**src/core/btpc_pkg.sv**
```systemverilog
// Package for the branch target program counter logic: widths, vectors, modes
package btpc_pkg;
    localparam int          ADDR_W         = 16;
    localparam logic [15:0] PC_RESET       = 16'h0000;
    localparam logic [15:0] SHORT_AREA_LO  = 16'h0800;
    localparam logic [15:0] SHORT_AREA_HI  = 16'h0fff;
    localparam logic [15:0] VECTOR_BASE    = 16'h0040;
    localparam logic [15:0] VECTOR_TOP     = 16'h007f;
    localparam int          VEC_SEL_LSB    = 1;
    localparam int          VEC_SEL_MSB    = 5;
    localparam int          SIGN_BIT       = 7;
    localparam int          SHORT_FIELD_W  = 11;

    // Target formation method requested by the decoder
    typedef enum logic [2:0] {
        BTPC_SEQUENTIAL   = 3'h0,
        BTPC_RELATIVE     = 3'h1,
        BTPC_IMMEDIATE16  = 3'h3,
        BTPC_SHORT_AREA   = 3'h2,
        BTPC_VECTOR_TABLE = 3'h6,
        BTPC_REGISTER     = 3'h7
    } btpc_mode_t;

    // Vector fetch sequencer
    typedef enum logic [1:0] {
        BTPC_IDLE    = 2'h0,
        BTPC_VEC_LOW = 2'h1,
        BTPC_VEC_HIGH = 2'h3
    } btpc_state_t;
endpackage

```
**src/core/btpc_core.sv**
```systemverilog
// Program counter with branch target selection and vector table fetch
`timescale 1ns/1ps
// How it works
// - No branch: add fetched instruction length.
// - Taken branch loads target, not increment.
// - Relative target is following address plus displacement.
// - Displacement signed, bit 7 sign.
// - Sign-extend displacement before adding.
// - Short jump and conditional branches use relative.
// - Immediate field goes straight into counter.
// - Short area call lands in 0800H-0FFFH.
// - Opcode bits 1-5 select vector entry.
// - Vector call loads address read from entry.
// - Register jump loads accumulator pair.
module btpc_core #(
    parameter int ADDR_W = 16
) (
    input  wire logic              clock,
    input  wire logic              resetn,
    input  wire logic              step,
    input  wire logic [2:0]        mode,
    input  wire logic [2:0]        length,
    input  wire logic [15:0]       imm_field,
    input  wire logic [15:0]       accumulator_pair,
    input  wire logic [7:0]        table_data,
    input  wire logic              table_valid,
    output logic      [ADDR_W-1:0] pc,
    output logic      [ADDR_W-1:0] table_addr,
    output logic                   table_req,
    output logic                   busy,
    output logic      [ADDR_W-1:0] return_pc
);
    btpc_pkg::btpc_state_t state;
    btpc_pkg::btpc_state_t next_state;
    logic [ADDR_W-1:0]     next_pc;
    logic [ADDR_W-1:0]     following_pc;
    logic [ADDR_W-1:0]     vector_addr;
    logic [7:0]            low_byte;
    logic                  accept;
    logic                  vec_start;

    btpc_target #(
        .ADDR_W (ADDR_W)
    ) u_target (
        .mode             (mode),
        .pc               (pc),
        .length           (length),
        .imm_field        (imm_field),
        .accumulator_pair (accumulator_pair),
        .next_pc          (next_pc),
        .following_pc     (following_pc),
        .vector_addr      (vector_addr)
    );

    // Steps are ignored while a vector fetch is in flight
    assign accept    = step && (state == btpc_pkg::BTPC_IDLE);
    assign vec_start = accept && (mode == 3'(btpc_pkg::BTPC_VECTOR_TABLE));

    // Vector fetch sequencer: low byte, then high byte
    always_comb begin
        next_state = state;
        case (state)
            btpc_pkg::BTPC_IDLE:     if (vec_start) next_state = btpc_pkg::BTPC_VEC_LOW;
            btpc_pkg::BTPC_VEC_LOW:  if (table_valid) next_state = btpc_pkg::BTPC_VEC_HIGH;
            btpc_pkg::BTPC_VEC_HIGH: if (table_valid) next_state = btpc_pkg::BTPC_IDLE;
            default:                 next_state = btpc_pkg::BTPC_IDLE;
        endcase
    end

    // State register; the sequencer only leaves idle on a vector call
    always_ff @(posedge clock or negedge resetn) begin
        if (!resetn) begin
            state <= btpc_pkg::BTPC_IDLE;
        end else begin
            state <= next_state;
        end
    end

    // Program counter load; the vector path waits for both bytes
    always_ff @(posedge clock or negedge resetn) begin
        if (!resetn) begin
            pc <= btpc_pkg::PC_RESET;
        end else if (accept && !vec_start) begin
            pc <= next_pc;
        end else if (state == btpc_pkg::BTPC_VEC_HIGH && table_valid) begin
            pc <= {table_data, low_byte};
        end
    end

    // Return address kept for calls; the stack is outside this block
    always_ff @(posedge clock or negedge resetn) begin
        if (!resetn) begin
            return_pc <= btpc_pkg::PC_RESET;
        end else if (accept) begin
            return_pc <= following_pc;
        end
    end

    // Table read port; request held until the high byte arrives
    always_ff @(posedge clock or negedge resetn) begin
        if (!resetn) begin
            table_addr <= btpc_pkg::PC_RESET;
            table_req  <= 1'h0;
            busy       <= 1'h0;
            low_byte   <= 8'h00;
        end else begin
            if (vec_start) begin
                table_addr <= vector_addr;
                table_req  <= 1'h1;
                busy       <= 1'h1;
            end else if (state == btpc_pkg::BTPC_VEC_LOW && table_valid) begin
                low_byte   <= table_data;
                table_addr <= ADDR_W'(table_addr + 16'h0001);
            end else if (state == btpc_pkg::BTPC_VEC_HIGH && table_valid) begin
                table_req  <= 1'h0;
                busy       <= 1'h0;
            end
        end
    end
endmodule

```
**src/core/btpc_target.sv**
```systemverilog
// Combinational target address former for all branch addressing methods
`timescale 1ns/1ps
module btpc_target #(
    parameter int ADDR_W = 16
) (
    input  wire logic [2:0]        mode,
    input  wire logic [ADDR_W-1:0] pc,
    input  wire logic [2:0]        length,
    input  wire logic [15:0]       imm_field,
    input  wire logic [15:0]       accumulator_pair,
    output logic      [ADDR_W-1:0] next_pc,
    output logic      [ADDR_W-1:0] following_pc,
    output logic      [ADDR_W-1:0] vector_addr
);
    logic [ADDR_W-1:0] disp_ext;

    // Carry out of the top bit is dropped by the width of the sum
    assign following_pc = ADDR_W'(pc + ADDR_W'(length));

    // Replicate bit 7 over all upper bits
    assign disp_ext = {{(ADDR_W-8){imm_field[btpc_pkg::SIGN_BIT]}},
                       imm_field[7:0]};

    // Entry index times two keeps every entry on an even address
    assign vector_addr = btpc_pkg::VECTOR_BASE
                       | {10'h000,
                          imm_field[btpc_pkg::VEC_SEL_MSB:btpc_pkg::VEC_SEL_LSB],
                          1'h0};

    // Select the method; the vector case is finished by the sequencer
    always_comb begin
        case (btpc_pkg::btpc_mode_t'(mode))
            btpc_pkg::BTPC_SEQUENTIAL:  next_pc = following_pc;
            btpc_pkg::BTPC_RELATIVE: begin
                next_pc = ADDR_W'(following_pc + disp_ext);
            end
            btpc_pkg::BTPC_IMMEDIATE16: next_pc = imm_field;
            btpc_pkg::BTPC_SHORT_AREA: begin
                next_pc = btpc_pkg::SHORT_AREA_LO | {5'h00, imm_field[10:0]};
            end
            btpc_pkg::BTPC_REGISTER:    next_pc = accumulator_pair;
            default:                    next_pc = following_pc;
        endcase
    end
endmodule

```
**config.mk**
```make
export PLATFORM = sky130hd
export DESIGN_NAME = btpc_core
export DESIGN_NICKNAME = d
export VERILOG_FILES = /design/src/core/btpc_pkg.sv /design/src/core/btpc_core.sv /design/src/core/btpc_target.sv
export SDC_FILE = /design/constraint.sdc
export NUM_CORES = 1
export LEC_CHECK = 0
export BUFFER_PORTS_ARGS = -buffer_cell sky130_fd_sc_hd__buf_2
export CAP_MARGIN = 10
export CORE_MARGIN = 2
export CORE_UTILIZATION = 35
export CTS_CLUSTER_DIAMETER = 100
export DETAILED_ROUTE_END_ITERATION = 12
export SYNTH_ARGS = -nofsm -noshare
export SYNTH_HDL_FRONTEND = slang
export SYNTH_HIERARCHICAL = 1
export SYNTH_SLANG_ARGS = --single-unit
```
**constraint.sdc**
```tcl
create_clock -name clock -period 3.52 [get_ports clock]
set_input_delay 0.88 -clock clock [delete_from_list [all_inputs] [get_ports clock]]
set_output_delay 0.88 -clock clock [all_outputs]
set_load 0.05 [all_outputs]
```
==> impl_metrics.py, run 1 <==
metrics = {
    "outcome": {
        "outcome": "complete, no violations",
    },
    "timing": {
        "timing.slew.headroom": 0.4932,
        "fin_crit_ns": 3.500,
        "timing.final.ws_setup_ns": 0.02044,
        "finalCritPeriodShare": 0.9942,
        "hold_viol": 0,
        "worst_pin_slew_ns": 0.7602,
        "hold_ws_ns": 0.4668,
        "slew_viol_final": 0,
        "fmax_ghz": 0.2858,
        "setup_viol_count_final": 0,
        "skew_ns": 0.007525,
    },
    "cts": {
        "cts_max_path_buffers": 2,
        "cts_hold_buf": 0,
        "cts.sinks": 59,
        "clk_pin_slew_ns": 0.06,
        "cts-root-buf": "clkbuf_16",
        "numCtsBuffers": 9,
        "cts_tree": "built",
        "worst_skew_pair.late_latency_ns": 0.33,
        "cts_htree_levels": 3,
    },
    "job": {
        "max_cap_violations": 0,
    },
    "synthesis": {
        "yosys_warnings": 6,
        "yosysTopAreaCellShare": 0.3244,
        "synthTopCellsByArea": "dfrtp_1 32%, nand2_1 12%, ha_1 5.5%",
        "synth_edf_count": 0,
        "synth.distinct_cells": 77,
        "syn_area_mm2": 0.004551,
        "ys_ff_latch": 59,
        "synth_seq_area_share": 0.3244,
        "synth-main-ff-cell": "dfrtp_1",
        "syn_area_per_cell_um2": 7.900,
        "yosys.area.top_type": "dfrtp_1",
        "syn_inst": 576,
        "async_flop_share": 1.000,
    },
    "floorplan": {
        "die-area_mm2": 0.01393,
        "pin_count": 100,
        "rows": 41,
        "die_w_um": 118.0,
        "die_h_um": 118.0,
        "core-area_mm2": 0.01267,
        "start_util": 0.3591,
    },
    "routing": {
        "via_count": 4809,
        "ant_nets": 0,
        "drc": 0,
        "routed_wl_mm": 15.15,
        "drt_pass1_iterations": 5,
        "drtIter0Drc": 368,
        "drt-vias-per-instance": 5.409,
        "wl_per_cell_um": 17.04,
    },
    "layout": {
        "num_antenna_cells": 0,
        "layout_commonest_cell": "nand2_1",
        "filler_cell_count": 1265,
        "nets": 784,
        "syn2layout_area_growth_pct": 33.32,
        "drive_above_1_share": 0.3250,
        "layout_common_cells": "147 x nand2_1, 99 x buf_2, 62 x buf_4",
        "fin_util": 0.4788,
    },
    "power_and_ir_drop": {
        "pwr-share-comb": 0.654,
        "worst_ir_drop_vdd_mv": 0.4213,
        "sw_frac_of_total": 0.5174,
        "p_seq_frac": 0.215,
        "powerDensity_mw_per_mm2": 1074,
        "p_total_uw": 6515,
        "clock_power_share": 0.131,
        "internal_power_uw": 3144,
        "netSwitchingPower_uw": 3371,
        "p_leak_uw": 0.002842,
    },
    "worst_hold_path": {
        "hold_depth": 2,
        "hp-class": "reg2reg",
    },
    "global_routing": {
        "grt_usage": 0.2123,
        "overflow": 0,
        "antenna_found_initial": 0,
        "grt_pass1_wl_mm": 23.60,
        "grt_max_degree": 60,
        "grt_pass1_vias": 4457,
    },
    "placed_design": {
        "dpl_worst_slack_ns": -0.3983,
        "numPortBuffers": 99,
        "finalWeightedCongestion": 0.9905,
        "hpwl_mm": 11.42,
    },
    "critical_path": {
        "criticalPathCategory": "in2reg",
        "critPathMaxFanout": 4,
        "endpoint_kind": "flip-flop",
        "cp.required_ns": 3.77,
        "arrival_ns": 3.75,
        "r2r_cells": 16,
        "cp-start-kind": "input pin",
    },
}
[cell families (layout without fill, tap and decap cells)]
family,Yosys count,in the layout,synth area share
AO/OA/AOI/OAI,143,143,0.2048
XOR/XNOR,27,27,0.05609
adder cells (fa/ha/maj),22,22,0.06379
buffers and inverters,54,186,0.06351
flip-flops,59,59,0.3244
multiplexers,4,4,0.008799
other,2,11,0.001650
AND/OR/NAND/NOR,265,265,0.2769
[repair_timing]
| item | CTS | global route |
|---|---|---|
| gates resized for setup | 2 | 45 |
| pin swaps | 2 | 24 |
| buffers inserted | 0 | 6 |
| setup endpoints to repair | 2 | 10 |
[through the flow]
stage	TNS (ns)	cell area, µm²	instances
floorplan	0	4601	585
global placement	-3.014	5482	867
detailed placement	-3.008	5482	867
CTS	0	5788	883
global route	-0.1132	6067	889
finish	0	6067	889
[flip-flops by register name, summed over array words and instances, names as in the netlist]
| register | count |
|---|---|
| pc | 16 |
| return_pc | 16 |
| table_addr | 16 |
| low_byte | 8 |
| state | 2 |
| busy | 1 |
[cell type report]
type | count | area [µm²] | area share
multi-input combinational | 472 | 3094 | 0.5100
inverter | 9 | 33.78 | 0.005568
sequential | 59 | 1476 | 0.2433
tap | 172 | 215.2 | 0.03547
timing repair buffer | 161 | 960.9 | 0.1584
clock buffer | 10 | 239.0 | 0.03939
clock inverter | 6 | 47.55 | 0.007837
[layer usage]
metal,share of wire,up-vias,track usage
met5,0,-,0
met4,0.011,0,0.04970
met3,0.055,12,0.03101
met2,0.46,163,0.3347
met1,0.48,2336,0.3064
li1,-,2298,-
[worst max-delay path, stage by stage]
cell      delay [ns]
buf_2           0.13
ha_4            0.17
fa_2            0.40
a21o_4          0.25
nand2_4         0.08
xnor2_4         0.14
ha_4            0.25
buf_4           0.14
nand3_2         0.06
nor2_2          0.05
o21a_1          0.23
o211ai_1        0.24
and3_1          0.21
o21ai_2         0.08
a21oi_2         0.24
nor2_1          0.06
a31oi_1         0.14
[power by group through the flow]
stage / combinational, µW / clock [µW] / sequential, µW
floorplan: 1680 / 0 / 2230
global placement: 3810 / 0 / 1370
detailed placement: 3840 / 0 / 1390
CTS: 3870 / 861 / 1380
global route: 4580 / 894 / 1460
finish: 4260 / 851 / 1400
[worst paths after layout]
check / startpoint / endpoint / slack (ns)
min reg2reg: return_pc[9] / return_pc[9] / 0.47
max reg2reg: pc[0] / pc[13] / 0.19
min in group asynchronous: resetn / return_pc[2] / 0.70
max: length[0] / pc[13] / 0.02
min: return_pc[9] / return_pc[9] / 0.47
max in group asynchronous: resetn / low_byte[7] / 2.32
[Yosys cell counts, drive strengths merged (8+ instances only)]
library cell	instances
a21o	8
a21oi	28
a31oi	14
buf	31
clkbuf	14
dfrtp	59
ha	20
inv	9
nand2	151
nand3	23
nand4	11
nor2	27
o21ai	33
o22ai	13
xnor2	16
xor2	11
No activity file was read; power rests on OpenSTA's default activity.
==> run 2, diff against run 1 <==
CTS_BUF_LIST = sky130_fd_sc_hd__clkbuf_8   (was not set)
==> run 2 against run 1 <==
The run now ends with setup timing left. Maximum frequency down 0.79%. Clock power down 29%. Register-to-register slack lost 0.03 ns. Sequential share of layout area grew 1.0 points. Combinational power fell by 4%.
==> impl_metrics.py, run 2 (same netlist as run 1, synthesis figures left out) <==
metrics = {
    "outcome": {
        "outcome": "complete, but fails checks",
        "violations": "setup timing",
    },
    "cts": {
        "cts-root-buf": "clkbuf_8",
        "cts.sinks": 59,
        "worst_skew_pair.late_latency_ns": 0.36,
        "cts_htree_levels": 3,
        "clk_pin_slew_ns": 0.07,
        "cts_hold_buf": 0,
        "numCtsBuffers": 9,
        "cts_max_path_buffers": 2,
        "cts_tree": "built",
    },
    "power_and_ir_drop": {
        "powerDensity_mw_per_mm2": 1047,
        "p_leak_uw": 0.002772,
        "p_total_uw": 6091,
        "worst_ir_drop_vdd_mv": 0.4219,
    },
    "routing": {
        "ant_nets": 0,
        "drt-vias-per-instance": 5.347,
        "drt_pass1_iterations": 5,
        "routed_wl_mm": 14.93,
        "drtIter0Drc": 392,
        "wl_per_cell_um": 16.83,
        "via_count": 4743,
        "drc": 0,
    },
    "placed_design": {
        "finalWeightedCongestion": 0.9905,
        "numPortBuffers": 99,
        "hpwl_mm": 11.42,
    },
    "critical_path": {
        "r2r_cells": 15,
        "cp-start-kind": "input pin",
        "reg2reg_to": "pc[13]",
        "cp.required_ns": 3.80,
        "arrival_ns": 3.81,
        "ff2ff_setup_slack_ns": 0.16,
        "criticalPathCategory": "in2reg",
        "r2r_start": "pc[0]",
        "slowest_stage": "fa_2",
        "cp_cell_sequence": "buf_2 > ha_1 > fa_2 > a21o_1 > nand2_2 > xnor2_4 > ha_4 > a21oi_2 > nand2_2 > o21a_1 > o211ai_1 > and3_1 > o21ai_0 > a21oi_2 > nor2_1 > a31oi_1",
        "path_buf_inv": 1,
        "crit_family": "compound AO/OA/AOI/OAI gates",
        "cp.depth": 16,
        "critPathMaxFanout": 4,
        "critical_path.max_stage_delay_ns": 0.35,
        "endpoint_kind": "flip-flop",
    },
    "timing": {
        "timing.final.ws_setup_ns": -0.007402,
        "fin_crit_ns": 3.527,
        "finalCritPeriodShare": 1.002,
        "setup_viol_count_final": 1,
        "rsz0062_at_grt": "true",
        "slew_viol_final": 0,
        "worst_pin_slew_ns": 0.7796,
        "hold_viol": 0,
        "hold_ws_ns": 0.4695,
        "timing.slew.headroom": 0.4803,
        "skew_ns": 0.01245,
        "fmax_ghz": 0.2835,
    },
    "global_routing": {
        "grt_pass1_vias": 4466,
        "grt_usage": 0.2109,
        "antenna_found_initial": 0,
        "overflow": 0,
        "grt_pass1_wl_mm": 23.52,
        "grt_max_degree": 60,
    },
    "floorplan": {
        "die_h_um": 118.0,
        "die_w_um": 118.0,
        "pin_count": 100,
        "core-area_mm2": 0.01267,
        "die-area_mm2": 0.01393,
        "rows": 41,
        "start_util": 0.3591,
    },
    "layout": {
        "reg_top3": "pc: 16 flops, return_pc: 16 flops, table_addr: 16 flops",
        "layout_commonest_cell": "nand2_1",
        "fin_util": 0.4592,
        "num_antenna_cells": 0,
        "syn2layout_area_growth_pct": 27.85,
        "layout_common_cells": "147 x nand2_1, 99 x buf_2, 60 x buf_4",
        "nets": 782,
        "drive_above_1_share": 0.3035,
    },
    "worst_hold_path": {
        "hold_depth": 2,
        "timing.hold.worst_endpoint": "return_pc[14]",
        "hp-class": "reg2reg",
        "holdCritStartpoint": "return_pc[14]",
    },
    "job": {
        "max_cap_violations": 0,
    },
}
-- run 2: cell count changes in the layout (fill, tap and decap cells not counted), sizes merged --
cell,change
buf,-2
-- run 2: worst max path at each step --
| stage | from | end | slack (ns) |
|---|---|---|---|
| floorplan | length[0] | pc[13] | 0.02 |
| global placement | length[0] | pc[7] | -0.40 |
| detailed placement | length[0] | pc[13] | -0.40 |
| CTS | length[0] | pc[13] | 0.03 |
| global route | length[0] | pc[13] | -0.07 |
| finish | length[0] | pc[13] | -0.007 |
-- run 2: final cells by class --
| cell class | count | area, µm² |
|---|---|---|
| fill | 1296 | 6853 |
| tap | 172 | 215.2 |
| multi-input combinational | 472 | 2962 |
| sequential | 59 | 1476 |
| inverter | 9 | 33.78 |
| timing repair buffer | 159 | 945.9 |
| clock inverter | 6 | 47.55 |
| clock buffer | 10 | 137.6 |
-- run 2: metal layers --
layer  GRT usage  part of all wire  vias up  wire length [µm]
met5           0                 0        -                 0
met4     0.04744            0.0097        0               145
met3     0.03101             0.054       13               810
met2      0.3336              0.46      152              6849
met1      0.3039              0.48     2283              7121
li1            -                 -     2295                 -
-- run 2: worst reg2reg max path, delay by kind of cell (launching register included) --
kind                       cells  cell delay [ns]
adders and majority gates      3             0.84
xor gates and xnor gates       1             0.15
DFF                            1             0.45
and+or+nand+nor                4             0.48
AOI/OAI and AO/OA              7             1.37
-- run 2: per-stage QoR --
step	setup TNS, ns	area, µm²	std cells	worst slack, ns
global placement	-3.014	5482	867	-0.4033
global route	-0.1418	5818	887	-0.07210
CTS	0	5679	883	0.02837
detailed placement	-3.008	5482	867	-0.3983
floorplan	0	4601	585	0.02406
finish	-0.007402	5818	887	-0.007402
-- run 2: timing repair --
item | 4_1_cts | 5_1_grt
pin swaps | 2 | 15
resized for setup | 1 | 26
cloned | 0 | 0
setup endpoints to repair | 1 | 9
buffers inserted | 0 | 4
-- run 2: where the power goes --
part           internal [µW]  leakage [µW]  switching (µW)  total (µW)
logic                   1540       0.00196            2550        4090
clock network            282     0.0000937             322         604
registers               1000      0.000716             395        1390
==> run 3, diff against run 2 <==
SKIP_LAST_GASP = 1   (was not set)
==> run 3 against run 2 <==
The run still ends with setup timing left. Register-to-register slack hardly changed. Setup slack worse by 0.0023 ns. Clock power hardly changed. Sequential share of layout area hardly changed. Wire length is 0.21% lower. Via count is 0.91% higher. Count of clock-buffer cells in the layout stayed put. Critical endpoint unchanged.
==> impl_metrics.py, run 3 (same netlist as run 1, synthesis figures left out) <==
metrics = {
    "routing": {
        "drt-vias-per-instance": 5.396,
        "routed_wl_mm": 14.89,
        "wl_per_cell_um": 16.79,
        "drc": 0,
        "via_count": 4786,
        "drt_pass1_iterations": 5,
        "drtIter0Drc": 378,
        "ant_nets": 0,
    },
    "global_routing": {
        "overflow": 0,
        "grt_max_degree": 60,
        "grt_usage": 0.2109,
        "antenna_found_initial": 0,
        "grt_pass1_vias": 4466,
        "grt_pass1_wl_mm": 23.52,
    },
    "critical_path": {
        "reg2reg_to": "pc[13]",
        "ff2ff_setup_slack_ns": 0.16,
        "slowest_stage": "fa_2",
        "cp_cell_sequence": "buf_2 > ha_1 > fa_2 > a21o_1 > nand2_2 > xnor2_4 > ha_4 > a21oi_2 > nand2_2 > o21a_1 > o211ai_1 > and3_1 > o21ai_0 > a21oi_2 > nor2_1 > a31oi_1",
        "criticalPathCategory": "in2reg",
        "cp.required_ns": 3.80,
        "crit_family": "compound AO/OA/AOI/OAI gates",
        "path_buf_inv": 1,
        "r2r_cells": 15,
        "r2r_start": "pc[0]",
        "crit_start": "length[0]",
        "critical_path.max_stage_delay_ns": 0.35,
        "cp-start-kind": "input pin",
        "critPathMaxFanout": 4,
        "endpoint_kind": "flip-flop",
        "arrival_ns": 3.81,
    },
    "layout": {
        "nets": 782,
        "syn2layout_area_growth_pct": 27.80,
        "drive_above_1_share": 0.3021,
        "layoutNonFillerInstCount": 887,
        "num_antenna_cells": 0,
        "layout_commonest_cell": "nand2_1",
        "reg_top3": "pc: 16 flops, return_pc: 16 flops, table_addr: 16 flops",
        "layout_common_cells": "148 x nand2_1, 99 x buf_2, 60 x buf_4",
    },
    "timing": {
        "worst_pin_slew_ns": 0.7732,
        "setup_viol_count_final": 1,
        "hold_ws_ns": 0.4694,
        "fmax_ghz": 0.2833,
        "rsz0062_at_grt": "true",
        "timing.slew.headroom": 0.4845,
        "skew_ns": 0.009887,
        "timing.final.ws_setup_ns": -0.009752,
        "fin_crit_ns": 3.530,
        "finalCritPeriodShare": 1.003,
        "hold_viol": 0,
        "slew_viol_final": 0,
    },
    "job": {
        "max_cap_violations": 0,
    },
    "floorplan": {
        "die_h_um": 118.0,
        "rows": 41,
        "die-area_mm2": 0.01393,
        "pin_count": 100,
        "core-area_mm2": 0.01267,
        "die_w_um": 118.0,
        "start_util": 0.3591,
    },
    "cts": {
        "cts-root-buf": "clkbuf_8",
        "cts_tree": "built",
        "cts.sinks": 59,
        "numCtsBuffers": 9,
        "cts_htree_levels": 3,
        "cts_max_path_buffers": 2,
        "worst_skew_pair.late_latency_ns": 0.36,
        "clk_pin_slew_ns": 0.07,
        "cts_hold_buf": 0,
    },
    "worst_hold_path": {
        "timing.hold.worst_endpoint": "return_pc[14]",
        "hold_depth": 2,
        "holdCritStartpoint": "return_pc[14]",
        "hp-class": "reg2reg",
    },
    "outcome": {
        "violations": "setup timing",
        "outcome": "complete, but fails checks",
    },
    "placed_design": {
        "dp_cells": 867,
        "numPortBuffers": 99,
        "finalWeightedCongestion": 0.9905,
        "hpwl_mm": 11.42,
    },
    "power_and_ir_drop": {
        "powerDensity_mw_per_mm2": 1046,
        "p_leak_uw": 0.002772,
        "worst_ir_drop_vdd_mv": 0.4220,
    },
}
[run 3: layer usage]
layer / vias up / track usage / part of all wire / routed length [µm]
li1: 2298 / - / - / -
met1: 2313 / 0.3039 / 0.48 / 7136
met2: 163 / 0.3336 / 0.46 / 6794
met3: 12 / 0.03101 / 0.054 / 805
met4: 0 / 0.04744 / 0.011 / 158
met5: - / 0 / 0 / 0
[run 3: worst max path at each step]
stage / cells past startpoint / slack, ns / endpoint
final: 16 / -0.01 / pc[13]
after global routing: 16 / -0.07 / pc[13]
after CTS: 17 / 0.03 / pc[13]
after detailed placement: 16 / -0.40 / pc[13]
after global placement: 16 / -0.40 / pc[7]
after floorplan: 15 / 0.02 / pc[13]
[run 3: cell type report]
cell class	count	area, µm²
Fill cell	1298	6855
Multi-Input combinational cell	472	2959
Inverter	9	33.78
Clock buffer	10	137.6
Sequential cell	59	1476
Clock inverter	6	47.55
Timing Repair Buffer	159	945.9
Tap cell	172	215.2
[run 3: where the power goes]
| part | internal, µW | total (µW) | switching (µW) |
|---|---|---|---|
| Clock | 282 | 603 | 321 |
| Combinational | 1540 | 4090 | 2550 |
| Sequential | 1000 | 1390 | 394 |
| Total | 2830 | 6090 | 3260 |
[run 3: worst reg2reg max path, stage by stage, from the launching register on]
cell      delay [ns]
dfrtp_1         0.45
ha_1            0.24
fa_2            0.35
a21o_1          0.21
nand2_2         0.12
xnor2_4         0.15
ha_4            0.24
a21oi_2         0.20
nand2_2         0.11
o21a_1          0.21
o211ai_1        0.23
and3_1          0.18
o21ai_0         0.11
a21oi_2         0.26
nor2_1          0.07
a31oi_1         0.14
[run 3: timing repair]
action,4_1_cts,5_1_grt
setup buffers,0,4
resized for setup,1,25
setup endpoints to repair,1,9
pin swaps,2,15
[run 3: stage by stage]
| step | setup WS [ns] | power, µW | util | area [µm²] | setup TNS [ns] |
|---|---|---|---|---|---|
| after floorplan | 0.02406 | 3913 | - | 4601 | 0 |
| after global placement | -0.4033 | 5182 | 0.4326 | 5482 | -3.014 |
| after detailed placement | -0.3983 | 5224 | 0.4326 | 5482 | -3.008 |
| after CTS | 0.02837 | 5864 | 0.4482 | 5679 | 0 |
| after global routing | -0.07210 | 6484 | 0.4590 | 5816 | -0.1466 |
| final | -0.009752 | 6085 | 0.4590 | 5816 | -0.009752 |
